[src/logic/scrps_pkg.sv]
// Package: constants and types for the clock and reset-pin sequencer
// What this block does
// Select fixed clock as reference/2 when generator output exceeds four times reference
// Clock generator output comes from exactly one of three sources
// Offer roughly 8 MHz self-clock to the debug controller when bus clock slow
// Reference clock selectable for real-time interrupt and routed to converter
// Run from self-clock during reset startup; optional for stop recovery
// On any reset drive pin low 34 bus cycles, release, resample 38 later
// Internal reset expects the post-release pin sample to read high
// Decode each reset cause and set its bit in status register
// Outside party pulls pin low to reset; pin idles high by pullup
// Low sample after internal reset means held externally; stay in reset until high
package scrps_pkg;
   // ****************************************
   // Timing counts in bus cycles, and the fixed-clock frequency ratio
   // ****************************************
   localparam int unsigned PIN_LOW_BUS_CYC = 34;
   localparam int unsigned PIN_SETTLE_BUS_CYC = 38;
   localparam logic [7:0] PIN_LOW_CNT = 8'(PIN_LOW_BUS_CYC - 1);
   localparam logic [7:0] PIN_SETTLE_CNT = 8'(PIN_SETTLE_BUS_CYC - 1);
   localparam int unsigned FFE_RATIO = 4;
   // ****************************************
   // Clock source and reset cause encodings
   // ****************************************
   localparam logic [1:0] SRC_CRYSTAL = 2'h0;
   localparam logic [1:0] SRC_EXT_CLK = 2'h1;
   localparam logic [1:0] SRC_CTRL_OSC = 2'h2;
   localparam int unsigned CAUSE_W = 8;
   localparam int unsigned CAUSE_POR = 7;
   localparam int unsigned CAUSE_PIN = 6;
   localparam int unsigned CAUSE_WDOG = 5;
   localparam int unsigned CAUSE_ILOP = 4;
   localparam int unsigned CAUSE_ILAD = 3;
   localparam int unsigned CAUSE_LVD = 1;
   localparam logic [7:0] CAUSE_RESET = 8'h80;
   typedef enum logic [2:0] {SCR_IDLE, SCR_DRIVE, SCR_SETTLE, SCR_HELD, SCR_DONE} scrps_state_t;
endpackage : scrps_pkg

[src/logic/scrps_src_if.sv]
// Interface: clock source selections passed to the clock mux
`timescale 1ns/1ps
`default_nettype none
interface scrps_src_if;
   logic [1:0] gen_src;
   logic self_mode;
   logic [2:0] gen_en;
   modport ctrl (output gen_src, output self_mode, input gen_en);
   modport mux (input gen_src, input self_mode, output gen_en);
endinterface : scrps_src_if
`default_nettype wire

[src/logic/scrps_top.sv]
// Module: clock distribution selects and reset pin sequencer
`timescale 1ns/1ps
`default_nettype none
module scrps_top
   import scrps_pkg::*;
#(
   // Sequence lengths in bus cycles
   parameter int unsigned LOW_CYC = PIN_LOW_BUS_CYC,
   parameter int unsigned SETTLE_CYC = PIN_SETTLE_BUS_CYC
)
(
   // Clock and reset
   input wire logic i_clk_sys,
   input wire logic i_rst,
   input wire logic i_bus_en,
   // Clock selection controls
   input wire logic [1:0] i_gen_src,
   input wire logic [15:0] i_gen_freq,
   input wire logic [15:0] i_ref_freq,
   input wire logic i_bus_slow,
   input wire logic i_dbg_self_req,
   input wire logic i_rti_ref_sel,
   input wire logic i_stop_self_en,
   input wire logic i_stop_recover,
   // Reset sources
   input wire logic i_por,
   input wire logic i_lvd,
   input wire logic i_wdog,
   input wire logic i_ilop,
   input wire logic i_ilad,
   // Reset pin
   input wire logic i_rst_pin,
   output logic o_rst_pin,
   output logic o_rst_pin_oe,
   // Outputs
   output logic o_fixed_freq_select,
   output logic [2:0] o_clock_gen_src_en,
   output logic o_bdc_self_clk_sel,
   output logic o_rti_ref_clk_sel,
   output logic o_adc_alt_is_ref,
   output logic o_self_clock_mode,
   output logic o_sys_rst,
   output logic [scrps_pkg::CAUSE_W-1:0] o_reset_cause
);
   import scrps_pkg::*;
   scrps_state_t state_q;
   logic [7:0] cnt_q;
   logic internal_q;
   logic [CAUSE_W-1:0] pend_q;
   logic [CAUSE_W-1:0] evt;
   logic int_evt;
   logic ext_evt;
   scrps_src_if src ();
   logic sys_rst_d;
   localparam logic [7:0] LOW_END = 8'(LOW_CYC - 1);
   localparam logic [7:0] SETTLE_END = 8'(SETTLE_CYC - 1);

   // ****************************************
   // Helpers
   // ****************************************
   // True on the bus pulse that completes a count
   function automatic logic count_end(input logic [7:0] cnt, input logic [7:0] last, input logic pulse);
      return pulse && (cnt == last);
   endfunction : count_end

   // One-hot cause word for a bit position
   function automatic logic [CAUSE_W-1:0] cause_bit(input int unsigned pos);
      return CAUSE_W'(1) << pos;
   endfunction : cause_bit

   // ****************************************
   // Clock selects
   // ****************************************
   always_ff @(posedge i_clk_sys)
   begin
      if (i_rst)
         o_fixed_freq_select <= 1'b0;
      else
         o_fixed_freq_select <= {2'h0, i_gen_freq} > 18'(FFE_RATIO) * {2'h0, i_ref_freq};
   end

   always_ff @(posedge i_clk_sys)
   begin
      if (i_rst)
      begin
         o_bdc_self_clk_sel <= 1'b0;
         o_rti_ref_clk_sel <= 1'b0;
         o_adc_alt_is_ref <= 1'b0;
      end
      else
      begin
         o_bdc_self_clk_sel <= i_dbg_self_req & i_bus_slow;
         o_rti_ref_clk_sel <= i_rti_ref_sel;
         o_adc_alt_is_ref <= 1'b1;
      end
   end

   // Self-clock held through the sequence, registered like every output
   always_ff @(posedge i_clk_sys)
   begin
      if (i_rst)
         o_self_clock_mode <= 1'b1;
      else
         o_self_clock_mode <= sys_rst_d | (i_stop_recover & i_stop_self_en);
   end

   assign src.gen_src = i_gen_src;
   assign src.self_mode = o_self_clock_mode;
   assign o_clock_gen_src_en = src.gen_en;

   scrps_clk_mux u_mux (
      .i_clk_sys(i_clk_sys),
      .i_rst(i_rst),
      .sel(src.mux)
   );

   // ****************************************
   // Reset sequencer
   // ****************************************
   // Internal sources placed at their cause positions
   always_comb
   begin
      evt = {CAUSE_W{1'b0}};
      if (i_por)
         evt = evt | cause_bit(CAUSE_POR);
      if (i_wdog)
         evt = evt | cause_bit(CAUSE_WDOG);
      if (i_ilop)
         evt = evt | cause_bit(CAUSE_ILOP);
      if (i_ilad)
         evt = evt | cause_bit(CAUSE_ILAD);
      if (i_lvd)
         evt = evt | cause_bit(CAUSE_LVD);
   end
   assign int_evt = |evt;
   assign ext_evt = ~i_rst_pin & ~o_rst_pin_oe & (state_q == SCR_IDLE);
   // Sequence running, or about to start
   assign sys_rst_d = (state_q != SCR_IDLE && state_q != SCR_DONE) || int_evt || ext_evt;

   always_ff @(posedge i_clk_sys)
   begin
      if (i_rst)
      begin
         state_q <= SCR_DRIVE;
         cnt_q <= 8'h00;
         internal_q <= 1'b1;
      end
      else if (int_evt && state_q != SCR_DRIVE)
      begin
         state_q <= SCR_DRIVE;
         cnt_q <= 8'h00;
         internal_q <= 1'b1;
      end
      else
         case (state_q)
            SCR_IDLE:
               if (ext_evt)
               begin
                  state_q <= SCR_DRIVE;
                  cnt_q <= 8'h00;
                  internal_q <= 1'b0;
               end
            SCR_DRIVE:
               if (i_bus_en)
               begin
                  if (count_end(cnt_q, LOW_END, i_bus_en))
                  begin
                     state_q <= SCR_SETTLE;
                     cnt_q <= 8'h00;
                  end
                  else
                     cnt_q <= cnt_q + 8'h01;
               end
            SCR_SETTLE:
               if (i_bus_en)
               begin
                  if (count_end(cnt_q, SETTLE_END, i_bus_en))
                     state_q <= i_rst_pin ? SCR_DONE : SCR_HELD;
                  else
                     cnt_q <= cnt_q + 8'h01;
               end
            SCR_HELD:
               if (i_rst_pin)
                  state_q <= SCR_DONE;
            SCR_DONE:
               state_q <= SCR_IDLE;
            default:
               state_q <= SCR_IDLE;
         endcase
   end

   always_ff @(posedge i_clk_sys)
   begin
      if (i_rst)
      begin
         o_rst_pin <= 1'b0;
         o_rst_pin_oe <= 1'b1;
         o_sys_rst <= 1'b1;
      end
      else
      begin
         o_rst_pin <= 1'b0;
         o_rst_pin_oe <= (state_q == SCR_DRIVE) && !count_end(cnt_q, LOW_END, i_bus_en);
         o_sys_rst <= sys_rst_d;
      end
   end

   // Causes collected during the sequence, published at its end
   always_ff @(posedge i_clk_sys)
   begin
      if (i_rst)
      begin
         pend_q <= CAUSE_RESET;
         o_reset_cause <= CAUSE_RESET;
      end
      else
      begin
         if (state_q == SCR_DONE)
         begin
            o_reset_cause <= pend_q | evt;
            pend_q <= evt;
         end
         else if (ext_evt)
            pend_q <= pend_q | evt | cause_bit(CAUSE_PIN);
         else
            pend_q <= pend_q | evt;
         if (state_q == SCR_DONE && !internal_q)
            o_reset_cause[CAUSE_PIN] <= 1'b1;
      end
   end
endmodule : scrps_top
`default_nettype wire

[src/logic/scrps_clk_mux.sv]
// Module: one-hot clock source selection for the generator output
`timescale 1ns/1ps
`default_nettype none
module scrps_clk_mux
   import scrps_pkg::*;
(
   // Clock and reset
   input wire logic i_clk_sys,
   input wire logic i_rst,
   // Selection
   scrps_src_if.mux sel
);
   import scrps_pkg::*;
   // Self-clock forces the controlled oscillator path during startup
   always_ff @(posedge i_clk_sys)
   begin
      if (i_rst)
         sel.gen_en <= 3'h4;
      else if (sel.self_mode)
         sel.gen_en <= 3'h4;
      else
         case (sel.gen_src)
            SRC_CRYSTAL: sel.gen_en <= 3'h1;
            SRC_EXT_CLK: sel.gen_en <= 3'h2;
            default: sel.gen_en <= 3'h4;
         endcase
   end
endmodule : scrps_clk_mux
`default_nettype wire

[config.mk]
export PLATFORM = sky130hd
export DESIGN_NAME = scrps_top
export DESIGN_NICKNAME = d
export VERILOG_FILES = /design/src/logic/scrps_pkg.sv /design/src/logic/scrps_src_if.sv /design/src/logic/scrps_top.sv /design/src/logic/scrps_clk_mux.sv
export SDC_FILE = /design/constraint.sdc
export NUM_CORES = 1
export LEC_CHECK = 0
export BUFFER_PORTS_ARGS = -buffer_cell sky130_fd_sc_hd__buf_2
export CAP_MARGIN = 10
export CORE_UTILIZATION = 35
export DETAILED_ROUTE_END_ITERATION = 8
export PLACE_DENSITY = 0.68
export RECOVER_POWER = 50
export SETUP_SLACK_MARGIN = 0.2
export SYNTH_ARGS = -nofsm -noshare
export SYNTH_HDL_FRONTEND = slang
export SYNTH_HIERARCHICAL = 1
export SYNTH_SLANG_ARGS = --single-unit
[constraint.sdc]
create_clock -name i_clk_sys -period 4.65 [get_ports i_clk_sys]
set_clock_uncertainty 0.15 [all_clocks]
set_input_delay 0.93 -clock i_clk_sys [delete_from_list [all_inputs] [get_ports i_clk_sys]]
set_output_delay 0.93 -clock i_clk_sys [all_outputs]
set_load 0.02 [all_outputs]
* Word-level counts from Yosys, hierarchy flattened
Index checks and enable logic that the tools add are counted.
** Storage, ports and cells
- Register bits :: 38
- Bits in latches :: 0
- Bits in writable memories :: 0
- Bits in read-only memories :: 0
- Input port bits :: 48
- Output and inout bits :: 19
- Word-level logic and storage cells :: 86
- Memories :: 0
** Operators by class
- $add $sub $neg :: 1
- Multipliers :: 0
- Divide/modulo/power cells :: 0
- $lt $le $gt $ge :: 1
- Equality and inequality tests :: 16
- Shift operators :: 0
- Mux-type cells :: 25
- Bitwise logic cells :: 8
- Reduce and logical (&&, ||, !) cells :: 21
** Operator list (number)
- two-way mux 8 bit :: 7
- one-hot mux 8 bit (3 select lines) :: 1
- two-way mux 3 bit :: 7
- greater-than comparator 16 x 18 -> 1 bit :: 1
- == test 8 x 6 -> 1 bit (second input constant) :: 2
- two-way mux 7 bit :: 2
- inequality test 2 bit (second input constant) :: 7
- one-hot mux 3 bit (4 select lines) :: 1
- adder 8 x 1 -> 8 bit (second input constant) :: 1
- OR 8 bit :: 1
- OR reduction 8 bit :: 1
- == test 3 x 2 -> 1 bit (second input constant) :: 2
- logical AND 1 bit :: 6
- two-way mux 6 bit :: 1
- one-hot mux 3 bit (2 select lines) :: 1
- AND reduction 6 bit :: 1
- nonzero test 3 bit :: 2
- two-way mux 5 bit :: 1
- AND reduction 5 bit :: 1
- AND 1 bit :: 4
- two-way mux 4 bit :: 1
- OR reduction 2 bit :: 2
- == test 3 x 1 -> 1 bit (second input constant) :: 1
- == test 3 bit (second input constant) :: 1
- 13 further kinds :: 17

* Longest topological paths before layout
- Depth after elaboration :: 9
- Gate-level depth with buffers :: 6
- Depth with buffers taken out :: 6

* Cells and area by module
The synthesis kept the hierarchy.
** By module, submodules not included
- scrps_top :: instances 1, cells each 218, area an instance 1783.0 µm², sequential area each 620.6 µm²
- scrps_clk_mux :: instances 1, cells each 6, area an instance 81.3 µm², sequential area each 60.1 µm²

* Worst setup path before layout
No wires, ideal clock.
- Path type :: input to register
- Start :: input port i_rst_pin
- End :: register cnt_q[0]
- Library setup time :: 0.137 ns
- Arrival :: 2.051 ns
- Data required time :: 4.363 ns
- Slack :: 2.312 ns
- Stages :: 5
- Buffers on the path :: 1
- Cell sequence :: clkbuf_1 nor3_1 o21ai_1 o21ai_1 nor3_1
** On the way
- Longest elaborated chain between the ends :: 5
** RTL lines
- from (decl) :: RTL line scrps_top.sv:32 : input wire logic i_rst_pin,
- inverter 1 bit :: RTL line scrps_top.sv:136 : assign ext_evt = ~i_rst_pin & ~o_rst_pin_oe & (state_q == SCR_IDLE);
- AND 1 bit (2 in a row) :: RTL line scrps_top.sv:136
- inequality test 2 bit (no source line)
- AND reduction 5 bit (no source line)
- to (signal assigned) :: RTL line scrps_top.sv:172 : cnt_q <= cnt_q + 8'h01;
- to (signal assigned) :: RTL line scrps_top.sv:180 : cnt_q <= cnt_q + 8'h01;
- to (decl) :: RTL line scrps_top.sv:47 : logic [7:0] cnt_q;
Every way passes these cells.
A chain may end at the register's enable or synchronous reset.

* Final worst setup path
- Start :: input port i_rst
- End :: register cnt_q[0]
** On the way
- Longest elaborated chain between the ends :: 1
** RTL lines
- from (decl) :: RTL line scrps_top.sv:14 : input wire logic i_rst,
- OR reduction 2 bit (no source line)
Every way passes these cells.

==> qor.txt <==
RSZ-0062 raised after global routing = false
Final Hold Slack = 0.298 ns
Crit path max fanout = 19
Synth Area per Inst = 8.32 sq um
Die X = 75.0 microns
Drt wl/cell = 11.7 microns
Synth-to-Final Area Change = 23.3%
Final HPWL DP = 3.25 mm
CTS tree = built
Area of the multi-input gates = 1070 sq um
Number of global-route vias before repair = 1,542
Area of the die = 5620 sq um
Cts repair resizes = 0
Slew @ Worst Pin = 0.806 ns
Final min period = 2.51 ns
I/O Buffers = 63
Die Height = 75.0 microns
Grt total ovfl = 0
Endpoint class of the critical path = register
Final Setup Violations = 0
Clock sinks = 34
Global-route usage over all layers = 0.148
Pre-antenna DRT Iters = 4
Lkg Pwr = 0.988 nW
Post-detailed-route count of antenna-violating nets = 0
Final setup TNS = 0 ns
First-pass GRT wire length = 6.39 mm
Root Buffer = clkbuf_8
Design Power = 584 uW
Synthesis Warnings = 6
Netlist cell types = 43
Slew Viols, Final = 0
Power Density = 254 nW/um^2
Final Util = 0.450
Critical Path AT = 2.49 ns
Highest clock rate = 399 MHz
Number of fill cells = 533
Cells after Synth = 224
Starting density of the core = 0.365
Inserted Diodes = 0
Tcrit/Tclk final = 0.539
# DRC = 0
Peak VDD IR = 145 uV
FF-to-FF path depth = 4
Crit path kind = in -> reg
Post-Syn Area = 1860 sq um
DR iter-0 viols = 60
Final Net Count = 351
Post-synth EDFFs = 0
Vias = 1,815
Share of flip-flops with an asynchronous set or reset = 0
Ratio of cells with drive above 1 in the final layout = 0.210
Initial antenna violation count = 0
Sequential cell area = 681 sq um
Placed insts = 350
Core area = 5110 sq um
Req. time, crit path = 4.64 ns
WL final = 4.15 mm
Final std cells w/o fill = 356
Hold crit path type = reg -> reg
Post-synth top flop = dfxtp_1
Hold Path Cell Cnt = 2
CTS Hold Bufs = 0
Slew headroom = 0.463
Clock tree buffer depth = 2
Hold Vio Cnt, Final = 0
Max Cap Viol = 0
Largest net degree at the start of global routing = 20
CTS buffer count = 5
Vias per inst = 5.10
Status = completed
Worst skew pair latency = 0.28 ns
I/O Pins = 67
H-tree levels = 2
Routability Congestion = 0.849
Num rows = 26
Setup bufs post-CTS = 0
Clock Pin Slew Worst Setup and Hold Paths = 0.06 ns
FF+latch count, synth = 34
Seq/Total Area, Yosys = 0.365
Critical Path Start Type = input port
## cells in the mapped netlist (all sizes together), types with 2 or more instances
cell,instances,area [sq um]
buf,3,22.5
ha,16,200
o211ai,6,45.0
a2111oi,2,17.5
nor2,14,52.6
o31ai,3,22.5
dfxtp,34,681
and4bb,2,25.0
clkbuf,6,22.5
a211oi,3,22.5
nor2b,2,12.5
a21boi,2,15.0
nand2,16,60.1
nand3,6,30.0
or4,3,22.5
nand4bb,4,45.0
a21oi,21,105
inv,20,75.1
and3,3,18.8
a31oi,3,18.8
nor3b,2,15.0
o21ai,5,25.0
nor3,21,105
a21o,6,45.0
nand4,4,25.0
nor4,2,12.5
## critical path, cell delays in order
cell and delay, ns:
clkbuf_1 0.59, nor2_1 0.21, o2bb2ai_1 0.23, o21ai_1 0.39
nor3_1 0.13
## power by group
part | switching, mW | internal, mW | total, mW | leakage [nW]
clock network | 0.0952 | 0.114 | 0.209 | 0.0431
logic | 0.0384 | 0.0338 | 0.0722 | 0.668
registers | 0.00509 | 0.297 | 0.303 | 0.277
total | 0.139 | 0.445 | 0.584 | 0.988
## flip-flops by register name, summed over array words and instances, names as in the netlist, 3 cells and up
signal            cells
o_reset_cause         6
cnt_q                 8
state_q               3
u_mux/sel.gen_en      3
pend_q                6
## placed cells by master, fill, tap and decap left out, drive strengths merged, types with 2 or more instances in the layout
cell type and n:
or4 3, conb 3, a21oi 21, nand3 6, nand4bb 4, o21ai 5, o211ai 6, a2111oi 2
a31oi 3, a21boi 2, dfxtp 34, buf 52, inv 20, nor2b 2, nor3b 2, nand4 4
a21o 6, and3 3, a211oi 3, o31ai 3, nor3 21, nor2 14, ha 16, clkbuf 17
nand2 16, nor4 2, and4bb 2
## path summary, 6_finish.rpt
check	startpoint	to	slack (ns)
max	i_rst	cnt_q[0]	2.14
min	internal_q	internal_q	0.30
max reg2reg	cnt_q[5]	cnt_q[0]	2.55
min reg2reg	internal_q	internal_q	0.30
## per-stage QoR
step	setup WS, ns	cell area (sq um)
after floorplan	2.31	1870
after global placement	2.03	2230
after detailed placement	1.97	2230
after CTS	2.28	2310
after global routing	1.94	2300
final	2.14	2300
## layer usage
layer | wire length (microns) | global-route usage
met5 | 0 | 0
met4 | 33 | 0.0587
met3 | 254 | 0.0428
met2 | 1940 | 0.249
met1 | 1930 | 0.178
## cell families (layout without fill, tap and decap cells)
kind of cell / Yosys count / count (layout) / share of synthesized area
AND/OR/NAND/NOR: 85 / 85 / 0.250
AO/OA/AOI/OAI: 59 / 59 / 0.211
flip-flops: 34 / 34 / 0.365
buffers and inverters: 29 / 89 / 0.0644
adder cells (fa/ha/maj): 16 / 16 / 0.107
other: 1 / 3 / 0.00201
## final cells by class
| class | count | share of cell area |
|---|---|---|
| timing repair buffer | 63 | 0.131 |
| sequential | 34 | 0.296 |
| multi-input combinational | 163 | 0.466 |
| inverter | 20 | 0.0327 |
| tap | 70 | 0.0381 |
| clock buffer | 6 | 0.0359 |
No activity file was read; power rests on OpenSTA's default activity.
